--- src/logic/pcc_pkg.sv ---
// Package with offsets, field layout, reset values and frequency limits
package pcc_pkg;
  // Register byte offsets
  localparam logic [7:0] OFF_CTRL = 8'h00;
  localparam logic [7:0] OFF_REFKHZ = 8'h04;
  localparam logic [7:0] OFF_DDRKHZ = 8'h08;
  localparam logic [7:0] OFF_STATUS = 8'h0C;
  localparam logic [7:0] OFF_VCOKHZ = 8'h10;
  localparam logic [7:0] OFF_COREKHZ = 8'h14;

  // Control register field positions
  localparam int POS_DIV = 0;
  localparam int POS_MULT = 4;
  localparam int POS_RANGE = 12;
  localparam int POS_SEL = 16;
  localparam int POS_DDREN = 20;

  // Field widths
  localparam int DIV_W = 4;
  localparam int MULT_W = 6;
  localparam int FREQ_W = 24;

  // Status register bit positions
  localparam int ST_DIVFIELD = 0;
  localparam int ST_REFRANGE = 1;
  localparam int ST_DIVIN = 2;
  localparam int ST_LOOP = 3;
  localparam int ST_VCO = 4;
  localparam int ST_CORE = 5;
  localparam int ST_BUS = 6;
  localparam int ST_OUTCLK = 7;
  localparam int ST_DDR = 8;
  localparam int ST_SWITCHING = 9;
  localparam int ST_FACTOR = 12;

  // Values after reset
  localparam logic [DIV_W-1:0] RST_DIV = 4'h0;
  localparam logic [MULT_W-1:0] RST_MULT = 6'h00;
  localparam logic RST_RANGE = 1'b1;
  localparam logic [1:0] RST_SEL = 2'h0;
  localparam logic RST_DDREN = 1'b0;
  localparam logic [FREQ_W-1:0] RST_REFKHZ = 24'h004E20;
  localparam logic [FREQ_W-1:0] RST_DDRKHZ = 24'h024A10;

  // Core source select codes
  localparam logic [1:0] SEL_REF = 2'h0;
  localparam logic [1:0] SEL_HALF = 2'h1;
  localparam logic [1:0] SEL_VCO = 2'h3;

  // Legal setting and frequency limits in kHz
  localparam logic [DIV_W-1:0] DIV_MAX = 4'h9;
  localparam logic [FREQ_W-1:0] REF_MIN_KHZ = 24'd10000;
  localparam logic [FREQ_W-1:0] REF_MAX_KHZ = 24'd100000;
  localparam logic [FREQ_W-1:0] DIVIN_MIN_KHZ = 24'd10000;
  localparam logic [FREQ_W-1:0] DIVIN_MAX_KHZ = 24'd25000;
  localparam logic [FREQ_W-1:0] LOOP_MIN_KHZ = 24'd266000;
  localparam logic [FREQ_W-1:0] LOOP_MAX_KHZ = 24'd532000;
  localparam logic [FREQ_W-1:0] VCO_LO_MIN_KHZ = 24'd133000;
  localparam logic [FREQ_W-1:0] VCO_LO_MAX_KHZ = 24'd266000;
  localparam logic [FREQ_W-1:0] CORE_MAX_KHZ = 24'd300000;
  localparam logic [FREQ_W-1:0] BUS_MAX_KHZ = 24'd150000;
  localparam logic [FREQ_W-1:0] OUTCLK_MAX_KHZ = 24'd75000;
  localparam logic [FREQ_W-1:0] DDR_MIN_KHZ = 24'd83000;

  // Gap count loaded on entering GAP; the switch stays in GAP for this value plus one cycles
  localparam logic [3:0] SWITCH_GAP_CYC = 4'h2;

  // Frequency divided by a small factor
  function automatic logic [FREQ_W-1:0] pcc_div(input logic [FREQ_W-1:0] f,
                                                input logic [4:0] n);
    pcc_div = (n == 5'h00) ? f : f / {19'h00000, n};
  endfunction

  // Inclusive range test
  function automatic logic pcc_outside(input logic [FREQ_W-1:0] f,
                                       input logic [FREQ_W-1:0] lo,
                                       input logic [FREQ_W-1:0] hi);
    pcc_outside = (f < lo) || (f > hi);
  endfunction
endpackage

--- src/logic/pcc_ref_divider.sv ---
// Reference clock divider feeding the loop multiplier
module pcc_ref_divider #(
  parameter int DIV_W = 4
) (
  // Clock and reset
  input wire logic clk,
  input wire logic reset,
  // Filtered reference level and its rising edge
  input wire logic refLevel,
  input wire logic refRise,
  // Divide field, factor is field plus one
  input wire logic [DIV_W-1:0] divField,
  // Divided reference
  output logic divClk
);
  import pcc_pkg::*;

  // Counter width the logic can serve
  if (DIV_W < 1 || DIV_W > 8) begin : gWidth
    $error("divide field width unsupported");
  end

  logic [DIV_W-1:0] cnt_q;
  logic [DIV_W-1:0] cnt_d;
  logic divClk_d;
  logic wrap;
  logic [DIV_W:0] highLen;

  // Count reference edges over one divided period
  assign wrap = (cnt_q >= divField);
  assign cnt_d = refRise ? (wrap ? '0 : cnt_q + 1'b1) : cnt_q;
  assign highLen = ({1'b0, divField} + 1'b1) >> 1;
  assign divClk_d = (divField == '0) ? refLevel : ({1'b0, cnt_q} < highLen);

  // Counter and output flops
  always_ff @(posedge clk or posedge reset) begin
    if (reset) begin
      cnt_q <= '0;
      divClk <= 1'b0;
    end else begin
      cnt_q <= cnt_d;
      divClk <= divClk_d;
    end
  end
endmodule

--- src/logic/pcc_clock_switch.sv ---
// Glitch-free selector for the core clock
module pcc_clock_switch (
  // Clock and reset
  input wire logic clk,
  input wire logic reset,
  // Candidate clock levels: reference, half oscillator, oscillator
  input wire logic [2:0] srcLevel,
  input wire logic [1:0] wantIdx,
  // Switched clock and busy flag
  output logic coreClk,
  output logic switching
);
  import pcc_pkg::*;

  typedef enum logic [1:0] {RUN, DRAIN, GAP, ARM} pcc_sw_t;
  pcc_sw_t state_q;
  pcc_sw_t state_d;
  logic [1:0] cur_q;
  logic [1:0] cur_d;
  logic [3:0] gap_q;
  logic [3:0] gap_d;
  logic curLvl;
  logic newLvl;
  logic coreClk_d;

  assign curLvl = srcLevel[cur_q];
  assign newLvl = srcLevel[wantIdx];

  // Stop the old source low, pause, restart on the new one low
  always_comb begin
    state_d = state_q;
    cur_d = cur_q;
    gap_d = gap_q;
    unique case (state_q)
      RUN: if (wantIdx != cur_q) state_d = DRAIN;
      DRAIN: if (!curLvl) begin
        state_d = GAP;
        gap_d = SWITCH_GAP_CYC;
      end
      GAP: if (gap_q == 4'h0) state_d = ARM;
        else gap_d = gap_q - 4'h1;
      ARM: if (!newLvl) begin
        cur_d = wantIdx;
        state_d = RUN;
      end
    endcase
  end

  // Output follows the source while running, keeps a high phase until the source falls while draining, else low
  assign coreClk_d = (state_q == RUN) ? curLvl :
                     (state_q == DRAIN) ? (curLvl & coreClk) : 1'b0;

  always_ff @(posedge clk or posedge reset) begin
    if (reset) begin
      state_q <= RUN;
      cur_q <= 2'h0;
      gap_q <= 4'h0;
      coreClk <= 1'b0;
      switching <= 1'b0;
    end else begin
      state_q <= state_d;
      cur_q <= cur_d;
      gap_q <= gap_d;
      coreClk <= coreClk_d;
      switching <= (state_d != RUN);
    end
  end
endmodule

--- src/logic/pcc_top.sv ---
// Clock control block: APB registers, divider, range checks, core clock select
// Functional notes
// Reference divided by divide field plus one feeds the multiplier.
// Divided reference times multiply field plus one gives loop frequency.
// Range bit set: oscillator equals loop; clear: half of loop.
// Source select picks reference, oscillator, or half oscillator for core.
// Loop-to-core factor: select 11 gives 1 or 2; 01 gives 2 or 4.
// Software keeps multiplier input between 10 and 25 MHz.
// Software keeps multiplier output between 266 and 532 MHz.
// Divide field only 0x00 to 0x09; reference within matching range.
// Oscillator 266-532 MHz with range set, 133-266 MHz clear.
// Core clock never above 300 MHz.
// Bus clock at most 150 MHz, output clock at most 75 MHz.
// With DDR, core between twice lowest and highest memory clock.
// Source changes switch the core clock without runts or glitches.
//
// The register offsets and register access over APB were left to the implementer.
module pcc_top (
  // Clock and reset
  input wire logic clk,
  input wire logic reset,
  // APB slave
  input wire logic psel,
  input wire logic penable,
  input wire logic pwrite,
  input wire logic [7:0] paddr,
  input wire logic [31:0] pwdata,
  output logic [31:0] prdata,
  output logic pready,
  output logic pslverr,
  // Clock pins
  input wire logic refClkPin,
  input wire logic vcoClkPin,
  // Settings to the oscillator loop
  output logic divRefClk,
  output logic [pcc_pkg::MULT_W-1:0] loopMultiply,
  output logic vcoRange,
  // Generated clocks
  output logic coreClk,
  output logic busClk,
  output logic extOutClk
);
  import pcc_pkg::*;

  // Refuse package settings that the fixed-width arithmetic cannot serve
  if (DIV_W != 4) begin : gDivWidth
    $error("divide field must be four bits wide");
  end
  if (FREQ_W != 24) begin : gFreqWidth
    $error("frequency words must be 24 bits wide");
  end
  if (POS_MULT + MULT_W > POS_RANGE) begin : gMultField
    $error("multiply field runs into the range bit");
  end
  if (POS_SEL + 2 > POS_DDREN) begin : gSelField
    $error("source select field runs into the memory enable bit");
  end
  if (RST_DDRKHZ < DDR_MIN_KHZ) begin : gDdrReset
    $error("memory limit after reset below the memory floor");
  end

  // Status layout must keep its fields apart
  if (ST_DDR >= ST_SWITCHING) begin : gFlagBits
    $error("limit flags run into the switching bit");
  end
  if (ST_SWITCHING >= ST_FACTOR || ST_FACTOR + 3 > 32) begin : gFactorBits
    $error("factor field misplaced in the status word");
  end

  // Configuration registers
  logic [DIV_W-1:0] inputDivide_q;
  logic [MULT_W-1:0] loopMultiply_q;
  logic vcoRange_q;
  logic [1:0] coreSourceSelect_q;
  logic ddrEnable_q;
  logic [FREQ_W-1:0] refKhz_q;
  logic [FREQ_W-1:0] ddrMaxKhz_q;

  // APB decode
  logic setupPhase;
  logic accessDone;
  logic wrEn;
  logic hitCtrl;
  logic hitRef;
  logic hitDdr;
  logic hitStatus;
  logic hitVco;
  logic hitCore;
  logic hitAny;
  logic [31:0] ctrlWord;
  logic [31:0] readMux;
  logic [31:0] statusWord;

  assign setupPhase = psel && !penable;
  assign accessDone = psel && penable && pready;
  assign wrEn = accessDone && pwrite && !pslverr;
  assign hitCtrl = (paddr == OFF_CTRL);
  assign hitRef = (paddr == OFF_REFKHZ);
  assign hitDdr = (paddr == OFF_DDRKHZ);
  assign hitStatus = (paddr == OFF_STATUS);
  assign hitVco = (paddr == OFF_VCOKHZ);
  assign hitCore = (paddr == OFF_COREKHZ);
  assign hitAny = hitCtrl | hitRef | hitDdr | hitStatus | hitVco | hitCore;

  // Pin synchronisers, three stages each
  logic [2:0] refSync_q;
  logic [2:0] vcoSync_q;
  logic refLvl_q;
  logic vcoLvl_q;
  logic refLvlPrev_q;
  logic vcoLvlPrev_q;
  logic refRise;
  logic vcoRise;
  logic vcoHalf_q;
  logic refAgree;
  logic vcoAgree;

  always_ff @(posedge clk or posedge reset) begin
    if (reset) begin
      refSync_q <= 3'h0;
      vcoSync_q <= 3'h0;
    end else begin
      refSync_q <= {refSync_q[1:0], refClkPin};
      vcoSync_q <= {vcoSync_q[1:0], vcoClkPin};
    end
  end

  // Stages two and three agree on the pin level
  assign refAgree = (refSync_q[1] == refSync_q[2]);
  assign vcoAgree = (vcoSync_q[1] == vcoSync_q[2]);

  // Level taken once stages two and three agree
  always_ff @(posedge clk or posedge reset) begin
    if (reset) begin
      refLvl_q <= 1'b0;
      vcoLvl_q <= 1'b0;
      refLvlPrev_q <= 1'b0;
      vcoLvlPrev_q <= 1'b0;
    end else begin
      if (refAgree) refLvl_q <= refSync_q[2];
      if (vcoAgree) vcoLvl_q <= vcoSync_q[2];
      refLvlPrev_q <= refLvl_q;
      vcoLvlPrev_q <= vcoLvl_q;
    end
  end

  assign refRise = refLvl_q && !refLvlPrev_q;
  assign vcoRise = vcoLvl_q && !vcoLvlPrev_q;

  // Half-rate oscillator by toggling on each rising edge
  always_ff @(posedge clk or posedge reset) begin
    if (reset) vcoHalf_q <= 1'b0;
    else if (vcoRise) vcoHalf_q <= !vcoHalf_q;
  end

  // Reference divider
  pcc_ref_divider #(.DIV_W(DIV_W)) refDivider (
    .clk(clk),
    .reset(reset),
    .refLevel(refLvl_q),
    .refRise(refRise),
    .divField(inputDivide_q),
    .divClk(divRefClk)
  );

  // Core source index: 0 reference, 1 half oscillator, 2 oscillator
  logic [1:0] wantIdx;
  logic switching;
  assign wantIdx = (coreSourceSelect_q == SEL_VCO) ? 2'h2 :
                   (coreSourceSelect_q == SEL_HALF) ? 2'h1 : 2'h0;

  pcc_clock_switch coreSwitch (
    .clk(clk),
    .reset(reset),
    .srcLevel({vcoLvl_q, vcoHalf_q, refLvl_q}),
    .wantIdx(wantIdx),
    .coreClk(coreClk),
    .switching(switching)
  );

  // Bus clock at half and output clock at quarter of the core clock
  logic coreClkPrev_q;
  logic [1:0] coreDiv_q;
  logic coreRise;
  assign coreRise = coreClk && !coreClkPrev_q;
  always_ff @(posedge clk or posedge reset) begin
    if (reset) begin
      coreClkPrev_q <= 1'b0;
      coreDiv_q <= 2'h0;
    end else begin
      coreClkPrev_q <= coreClk;
      if (coreRise) coreDiv_q <= coreDiv_q + 2'h1;
    end
  end
  assign busClk = coreDiv_q[0];
  assign extOutClk = coreDiv_q[1];

  // Frequency chain in kHz
  logic [FREQ_W-1:0] divInKhz;
  logic [FREQ_W+MULT_W:0] loopWide;
  logic [FREQ_W-1:0] loopKhz;
  logic [FREQ_W-1:0] vcoKhz;
  logic [FREQ_W-1:0] coreKhz;
  logic [2:0] loopToCore;
  logic loopSat;
  logic [4:0] divFactor;

  assign divFactor = 5'({1'b0, inputDivide_q} + 5'h01);
  assign divInKhz = pcc_div(refKhz_q, divFactor);
  assign loopWide = divInKhz * ({1'b0, loopMultiply_q} + 7'h01);
  assign loopSat = |loopWide[FREQ_W+MULT_W:FREQ_W];
  assign loopKhz = loopSat ? {FREQ_W{1'b1}} : loopWide[FREQ_W-1:0];
  assign vcoKhz = vcoRange_q ? loopKhz : pcc_div(loopKhz, 5'h02);
  assign coreKhz = (coreSourceSelect_q == SEL_VCO) ? vcoKhz :
                   (coreSourceSelect_q == SEL_HALF) ? pcc_div(vcoKhz, 5'h02) :
                   refKhz_q;
  // Total loop-to-core division, zero when the reference is used
  assign loopToCore = (coreSourceSelect_q == SEL_VCO) ? (vcoRange_q ? 3'h1 : 3'h2) :
                      (coreSourceSelect_q == SEL_HALF) ? (vcoRange_q ? 3'h2 : 3'h4) :
                      3'h0;

  // Range checks reported to software
  logic [8:0] flags;
  logic refOut;
  logic [FREQ_W-1:0] refMinForDiv;
  assign refMinForDiv = DIVIN_MIN_KHZ * ({20'h00000, inputDivide_q} + 24'h1);
  assign refOut = pcc_outside(refKhz_q, refMinForDiv, REF_MAX_KHZ) ||
                  (refKhz_q < REF_MIN_KHZ);
  assign flags[ST_DIVFIELD] = (inputDivide_q > DIV_MAX);
  assign flags[ST_REFRANGE] = refOut;
  assign flags[ST_DIVIN] = pcc_outside(divInKhz, DIVIN_MIN_KHZ, DIVIN_MAX_KHZ);
  assign flags[ST_LOOP] = pcc_outside(loopKhz, LOOP_MIN_KHZ, LOOP_MAX_KHZ);
  assign flags[ST_VCO] = vcoRange_q ? pcc_outside(vcoKhz, LOOP_MIN_KHZ, LOOP_MAX_KHZ) :
                         pcc_outside(vcoKhz, VCO_LO_MIN_KHZ, VCO_LO_MAX_KHZ);
  assign flags[ST_CORE] = (coreKhz > CORE_MAX_KHZ);
  assign flags[ST_BUS] = (pcc_div(coreKhz, 5'h02) > BUS_MAX_KHZ);
  assign flags[ST_OUTCLK] = (pcc_div(coreKhz, 5'h04) > OUTCLK_MAX_KHZ);
  assign flags[ST_DDR] = ddrEnable_q &&
                         pcc_outside(coreKhz, 24'(DDR_MIN_KHZ << 1),
                                     24'(ddrMaxKhz_q << 1));

  // Read data selection
  assign ctrlWord = 32'(inputDivide_q) << POS_DIV | 32'(loopMultiply_q) << POS_MULT |
                    32'(vcoRange_q) << POS_RANGE | 32'(coreSourceSelect_q) << POS_SEL |
                    32'(ddrEnable_q) << POS_DDREN;
  // Status word: limit flags, switch busy, loop-to-core factor
  assign statusWord = 32'(flags) | 32'(switching) << ST_SWITCHING |
                      32'(loopToCore) << ST_FACTOR;
  assign readMux = hitCtrl ? ctrlWord :
                   hitRef ? {8'h00, refKhz_q} :
                   hitDdr ? {8'h00, ddrMaxKhz_q} :
                   hitStatus ? statusWord :
                   hitVco ? {8'h00, vcoKhz} :
                   hitCore ? {8'h00, coreKhz} : 32'h00000000;

  // APB answer: one access cycle after setup, error on unmapped address
  always_ff @(posedge clk or posedge reset) begin
    if (reset) begin
      pready <= 1'b0;
      pslverr <= 1'b0;
      prdata <= 32'h00000000;
    end else begin
      pready <= setupPhase;
      pslverr <= setupPhase && !hitAny;
      if (setupPhase) prdata <= pwrite ? 32'h00000000 : readMux;
    end
  end

  // Control register write
  always_ff @(posedge clk or posedge reset) begin
    if (reset) begin
      inputDivide_q <= RST_DIV;
      loopMultiply_q <= RST_MULT;
      vcoRange_q <= RST_RANGE;
      coreSourceSelect_q <= RST_SEL;
      ddrEnable_q <= RST_DDREN;
    end else if (wrEn && hitCtrl) begin
      inputDivide_q <= pwdata[POS_DIV +: DIV_W];
      loopMultiply_q <= pwdata[POS_MULT +: MULT_W];
      vcoRange_q <= pwdata[POS_RANGE];
      coreSourceSelect_q <= pwdata[POS_SEL +: 2];
      ddrEnable_q <= pwdata[POS_DDREN];
    end
  end

  // Reference and memory frequency registers
  always_ff @(posedge clk or posedge reset) begin
    if (reset) begin
      refKhz_q <= RST_REFKHZ;
      ddrMaxKhz_q <= RST_DDRKHZ;
    end else begin
      if (wrEn && hitRef) refKhz_q <= pwdata[FREQ_W-1:0];
      if (wrEn && hitDdr) ddrMaxKhz_q <= pwdata[FREQ_W-1:0];
    end
  end

  // Loop settings out to the oscillator
  always_ff @(posedge clk or posedge reset) begin
    if (reset) begin
      loopMultiply <= RST_MULT;
      vcoRange <= RST_RANGE;
    end else begin
      loopMultiply <= loopMultiply_q;
      vcoRange <= vcoRange_q;
    end
  end
endmodule

--- config.mk ---
export PLATFORM = sky130hd
export DESIGN_NAME = pcc_top
export DESIGN_NICKNAME = d
export VERILOG_FILES = /design/src/logic/pcc_pkg.sv /design/src/logic/pcc_ref_divider.sv /design/src/logic/pcc_clock_switch.sv /design/src/logic/pcc_top.sv
export SDC_FILE = /design/constraint.sdc
export NUM_CORES = 1
export LEC_CHECK = 0
export BUFFER_PORTS_ARGS = -buffer_cell sky130_fd_sc_hd__buf_2
export CORE_MARGIN = 4
export CORE_UTILIZATION = 50
export CTS_CLUSTER_SIZE = 10
export DETAILED_ROUTE_END_ITERATION = 12
export PLACE_DENSITY = 0.7
export SYNTH_ARGS = -nofsm -noshare
export SYNTH_HDL_FRONTEND = slang
export SYNTH_SLANG_ARGS = --single-unit
--- constraint.sdc ---
create_clock -name clk -period 168.8 [get_ports clk]
set_clock_uncertainty 0.05 [all_clocks]
set_input_delay 16.88 -clock clk [delete_from_list [all_inputs] [get_ports clk]]
set_output_delay 16.88 -clock clk [all_outputs]
set_load 0.01 [all_outputs]
==> results.md, run 1 <==
- Terminus of the critical flop-to-flop path: prdata[8]$_DFFE_PP0P_
- Hold Fails Final Rpt: 0
- Hold_buf cts: 0
- Global Route Usage Sum: 0.278
- RSZ-0062 raised after global routing: no
- DRT antenna net count: 0
- Fin crit period: 69.34 ns
- Leading area contributor after synthesis: ha_1
- Most used DFF post-synth: dfrtp_1
- Max stage delay on crit path: 0.84 ns
- Tcrit/Tclk final: 0.411
- Post-synth cell types: 137
- Worst Path Required: 169.01 ns
- Final Max Tran Viols: 0
- Row cnt: 82
- Core Area: 50000 µm²
- WL final: 75700 µm
- Share of layout cells above drive strength 1: 0.105
- Number of flops mapped to enable cells by yosys: 0
- WP data arrival: 69.54 ns
- WS Path Type: register to register
- Share of the synthesized area in the top cell type: 0.121
- Vias in the first global route: 23640
- CP startpoint: inputDivide_q[0]$_DFFE_PP0P_
- Cells after synthesis: 3296
- CP startpoint kind: register
- Via count: 24898
- DP Wirelength: 59900 µm
- Setup ws final: 99.46 ns
- R2R depth: 292
- Total CTS buffers: 17
- CTS clk-pin slew, worst paths: 0.06 ns
- I/O Pins: 92
- Crit. End Element: register
- First-pass GRT wire length: 124000 µm
- Mapped Avg Cell Area: 7.65 µm²
- Sequential share of the synthesized area: 0.124
- R2r setup slk: 99.46 ns
- Routability cong.: 0.994
- Antenna violations before repair: 4
- Initial Util: 0.505
- CTS root buf: clkbuf_16
- Hold Crit Start: refSync_q[0]$_DFF_PP0_
- Design area: 26900 µm²
- DRC: 0
- Total congestion overflow: 0
- # clock sinks: 124
- Clk_lat worst skew: 0.43 ns
- Fmax achieved: 14.4 MHz
- Async set-or-reset flop fraction in the synthesized netlist: 1.00
- R2R Path Start: inputDivide_q[0]$_DFFE_PP0P_
- Chip height: 233 µm
- Cell Area, Synth: 25200 µm²
- Status: complete, no violations
- Worst-path fanout max: 32
- Ys Warns: 0
- DR WL/cell: 18.9 µm
- CTS tree: done
- Vias per inst: 6.22
- Synth-to-Final Area Change: 6.63%
- Post_cts resized: 0
- Setup bufs post-CTS: 0
- I/O Buffers: 75
- Commonest non-fill, non-tap cell in the layout: nand2_1
- CTS H-Tree Depth: 4
- Detailed Routing Iterations Pass 1: 6
- CTS max path bufs: 2
- Fin nets: 3718
- Hold WC Path Type: register to register
- Die area: 54100 µm²
- Worst path slowest cell: nor3_1
- Most frequent cells in the layout: nand2_1, nor2_1, ha_1
- Die width: 233 µm
- Synth top area cells: ha_1, dfrtp_1, fa_1
- DR iter-0 viols: 2259
- Max-Cap Viols: 0
- Worst-Margin Slew: 1.23 ns
- Largest net degree at the start of global routing: 79
- Rel. slew slack: 0.173
- Synth Register Bits: 124
- Setup TNS: 0 ns
- CP most frequent cell: a21oi_1
- Placed inst area: 26300 µm²
- Crit path capture: prdata[8]$_DFFE_PP0P_
- # setup viols final: 0
- Setup WS pre-CTS: 100.67 ns
through the flow:
stage | hold WS, ns | utilization | std cells
after floorplan | 0.281 | - | 3303
after global placement | 0.285 | 0.526 | 3968
after detailed placement | 0.293 | 0.526 | 3968
after CTS | 0.307 | 0.538 | 4000
after global routing | 0.313 | 0.538 | 4000
final | 0.307 | 0.538 | 4004
how the worst min path moves through the flow:
stage	to	slack [ns]	cells past startpoint
2_1_floorplan	refSync_q[1]$_DFF_PP0_	0.28	0
3_3_place_gp	vcoSync_q[1]$_DFF_PP0_	0.28	0
3_5_place_dp	refSync_q[1]$_DFF_PP0_	0.29	0
4_1_cts	refSync_q[1]$_DFF_PP0_	0.31	0
5_1_grt	vcoSync_q[1]$_DFF_PP0_	0.31	0
6_report	refSync_q[1]$_DFF_PP0_	0.31	0
cell families after synthesis:
| kind of cell | share of synthesized area |
|---|---|
| simple gates | 0.252 |
| compound gates | 0.258 |
| buf+inv | 0.0568 |
| fa+ha+maj | 0.211 |
| xor+xnor | 0.0461 |
| flops | 0.124 |
| mux | 0.0516 |
| other cells | 0.000149 |
sequential cells by signal (all words and copies together) (netlist names), 2 cells and up:
| signal | cells |
|---|---|
| loopMultiply | 6 |
| prdata | 24 |
| refSync_q | 3 |
| coreSwitch.gap_q | 4 |
| inputDivide_q | 4 |
| refKhz_q | 24 |
| coreSwitch.cur_q | 2 |
| loopMultiply_q | 6 |
| ddrMaxKhz_q | 24 |
| coreSourceSelect_q | 2 |
| coreDiv_q | 2 |
| refDivider.cnt_q | 4 |
| coreSwitch.state_q | 2 |
| vcoSync_q | 3 |
critical path, delay by kind of cell, from the launching register on:
kind	cells	cell delay [ns]
simple gates	103	24.40
fa+ha+maj	31	10.00
flops	1	0.63
compound gates	145	31.14
buf+inv	8	1.15
mux	5	1.63
routing by layer:
metal / routed length [µm] / up-vias / GRT usage
met3: 5990 / 180 / 0.0376
met2: 33800 / 922 / 0.452
met1: 33100 / 11765 / 0.381
met4: 2810 / 2 / 0.0954
li1: - / 12029 / -
met5: 11 / - / 0
area by class of cell:
| type | count | area (µm²) |
|---|---|---|
| fillers | 4878 | 23100 |
| clock inverters | 15 | 170 |
| flip-flops and latches | 124 | 3120 |
| repair buffers | 122 | 728 |
| diodes | 4 | 10.0 |
| multi-input cells | 2818 | 20700 |
| well taps | 672 | 841 |
| clock buffers | 17 | 425 |
| inverters | 232 | 876 |
cell usage after synthesis (22+ instances only):
library cell and count:
nand4_1 33, nor2b_1 60, xor2_1 48, a211oi_1 38, mux2i_1 48, o21bai_1 27
mux2_2 68, o31ai_1 27, a21oi_1 188, inv_1 230, o211ai_1 27, nand3_1 89
nor3_1 128, fa_1 113, and3_1 30, a31oi_1 35, or2_2 22, o21ai_0 202
nor2_1 299, dfrtp_1 112, or3_1 30, nor4_1 28, and2_1 39, o21a_1 71
ha_1 243, nand2b_1 52, clkbuf_1 92, nand2_1 367, xnor2_1 83, a21o_1 56
Power of run 1 is left out: the tool's default activity adds up to more than one toggle a clock period on the data nets, which glitch-free logic cannot reach.
==> run 2: changes to the inputs <==
--- a/config.mk
+++ b/config.mk
@@ -10,7 +10,7 @@
 export CORE_UTILIZATION = 50
 export CTS_CLUSTER_SIZE = 10
 export DETAILED_ROUTE_END_ITERATION = 12
-export PLACE_DENSITY = 0.7
+export PLACE_DENSITY = 0.72
 export SYNTH_ARGS = -nofsm -noshare
 export SYNTH_HDL_FRONTEND = slang
 export SYNTH_SLANG_ARGS = --single-unit
==> constraint.sdc (replaced) <==
create_clock -name clk -period 58.7 [get_ports clk]
set_clock_uncertainty 0.05 [all_clocks]
set_input_delay 5.87 -clock clk [delete_from_list [all_inputs] [get_ports clk]]
set_output_delay 5.87 -clock clk [all_outputs]
set_load 0.01 [all_outputs]
==> run 2 against run 1 <==
  * Worst hold slack worse by 0.0067 ns
  * Sequential share of layout area down 0.93 points
  * Non-clock buffer count up 208
  * Wire length up 7.6%
  * Cell count up 5.2%
  * Critical path type unchanged
==> results.md, run 2 (synthesis gave the netlist of run 1 again) <==
- Register area: 3120 µm² (about the same)
- Hold Path Depth: 0 (unchanged)
- Synth-to-Final Area Change: 16.1%
- Design area: 29300 µm² (+8.8%)
- Detailed Routing Iterations Pass 1: 8 (+2)
- Hold Fails Final Rpt: 0 (unchanged)
- Antenna violations before repair: 4 (unchanged)
- Worst hold slack: 0.300 ns (-0.00666 ns)
- CTS max path bufs: 2 (unchanged)
- Non-Filler Instances: 4212 (+5.2%)
- Max-Cap Viols: 0 (unchanged)
- # setup viols final: 0 (unchanged)
- Fin crit period: 55.69 ns (-13.64 ns)
- Die width: 233 µm (unchanged)
- Via count: 25928 (+4.1%)
- Final Max Tran Viols: 0 (unchanged)
- Largest regs: ddrMaxKhz_q (24), prdata (24), refKhz_q (24)
- WL final: 81500 µm (+7.6%)
- Share of layout cells above drive strength 1: 0.201 (+0.0959)
- Worst path slowest cell: fa_1
- WS Path Type: register to register
- Hold endpoint: refSync_q[1]$_DFF_PP0_
- Routability cong.: 0.995 (about the same)
- Total congestion overflow: 0 (unchanged)
- Fmax achieved: 18.0 MHz (+24%)
- Chip height: 233 µm (unchanged)
- Crit. End Element: register
- Row cnt: 82 (unchanged)
- Hold_buf cts: 0 (unchanged)
- DRT antenna net count: 0 (unchanged)
- Tcrit/Tclk final: 0.949 (+0.538)
- DRC: 0 (unchanged)
- Clk_lat worst skew: 0.44 ns (about the same)
- DR WL/cell: 19.4 µm (+2.3%)
- Worst Path Required: 58.91 ns (-110.10 ns)
- Hold WC Path Type: register to register
- Routed met1 length: 35300 µm (+6.7%)
- Max stage delay on crit path: 0.56 ns (-0.28 ns)
- CTS H-Tree Depth: 4 (unchanged)
- Initial Util: 0.505 (unchanged)
- Worst-path fanout max: 16 (-50%)
- CP startpoint kind: register
- I/O Pins: 92 (unchanged)
- CTS tree: done
- Largest net degree at the start of global routing: 79 (unchanged)
- DP Wirelength: 63200 µm (+5.7%)
- Total CTS buffers: 17 (unchanged)
- Rel. slew slack: 0.320 (+0.147)
- Vias per inst: 6.16 (-1.0%)
- CTS root buf: clkbuf_16
- Placed inst area: 27400 µm² (+4.4%)
- DR iter-0 viols: 2347 (+3.9%)
- Die area: 54100 µm² (unchanged)
- Highest Signal Layer: met4
- WP data arrival: 55.91 ns (-13.63 ns)
- Multi-input gate area: 21500 µm² (+3.7%)
- Most frequent cells in the layout: nand2_1, nor2_1, buf_4
- Terminus of the critical flop-to-flop path: prdata[8]$_DFFE_PP0P_
- Placed insts: 4118 (+3.8%)
- Fin nets: 3926 (+5.6%)
- Core Area: 50000 µm² (unchanged)
- Global Route Usage Sum: 0.290 (+0.0123)
- Status: complete, no violations
- Vias in the first global route: 24325 (+2.9%)
- CTS clk-pin slew, worst paths: 0.08 ns (+0.02 ns)
- Met2 wire length: 36900 µm (+9.1%)
- # clock sinks: 124 (unchanged)
- Met3 WL: 6280 µm (+4.9%)
- R2R Path Start: inputDivide_q[0]$_DFFE_PP0P_
- Commonest non-fill, non-tap cell in the layout: nand2_1
- I/O Buffers: 75 (unchanged)
- R2R depth: 305 (+4.5%)
- Layout filler cell count: 4564 (-6.4%)
- Hold Crit Start: refSync_q[0]$_DFF_PP0_
- First-pass GRT wire length: 129000 µm (+4.3%)
- Worst-Margin Slew: 0.994 ns (-0.233 ns)
- CP most frequent cell: o21a_1
- R2r setup slk: 3.01 ns (-96.46 ns)
- Util after Layout: 0.586 (+0.0476)
==> run 2: layout make-up <==
| cell class | count | share of cell area |
|---|---|---|
| Sequential cell | 124 | 0.107 |
| Antenna cell | 4 | 0.000342 |
| Clock buffer | 17 | 0.0145 |
| Clock inverter | 15 | 0.00521 |
| Tap cell | 672 | 0.0287 |
| Multi-Input combinational cell | 2818 | 0.734 |
| Inverter | 232 | 0.0301 |
| Timing Repair Buffer | 330 | 0.0807 |
==> run 2: stage by stage <==
step	setup slack, ns	TNS, ns
2_1_floorplan	0.230	0
3_3_place_gp	-0.0884	-0.0884
3_5_place_dp	-0.603	-1.81
4_1_cts	0.0387	0
5_1_grt	-0.794	-2.68
6_report	3.01	0
==> run 2: worst max-delay path, delay by kind of cell, from the launching register on <==
kind	cells	cell delay, ns
DFF	1	0.48
and+or+nand+nor	120	19.95
muxes	6	1.52
adders and majority gates	31	9.88
AOI/OAI and AO/OA	131	21.22
buffers and inverters	17	2.35
==> run 2: metal layers <==
layer / track usage / vias up
li1: - / 12399
met4: 0.0906 / 0
met3: 0.0329 / 177
met1: 0.411 / 12326
met2: 0.465 / 1026
met5: 0 / -
==> run 2: repair_timing <==
action,4_1_cts,5_1_grt
cloned,0,3
endpoints found under the hold margin,0,0
resized for setup,21,187
pin swaps,3,78
endpoints found under the setup margin,5,24
setup buffers,5,50
==> run 2: how the worst max path moves through the flow <==
stage                            startpoint                     to  slack [ns]  cells after the start
2_1_floorplan  inputDivide_q[0]$_DFFE_PP0P_  prdata[8]$_DFFE_PP0P_        0.23                    309
3_3_place_gp   inputDivide_q[0]$_DFFE_PP0P_  prdata[8]$_DFFE_PP0P_       -0.09                    296
3_5_place_dp   inputDivide_q[0]$_DFFE_PP0P_  prdata[8]$_DFFE_PP0P_       -0.60                    294
4_1_cts        inputDivide_q[1]$_DFFE_PP0P_  prdata[8]$_DFFE_PP0P_        0.04                    300
5_1_grt        inputDivide_q[0]$_DFFE_PP0P_  prdata[8]$_DFFE_PP0P_       -0.79                    311
6_report       inputDivide_q[0]$_DFFE_PP0P_  prdata[8]$_DFFE_PP0P_        3.01                    305
Power of run 2 is left out for the same reason.
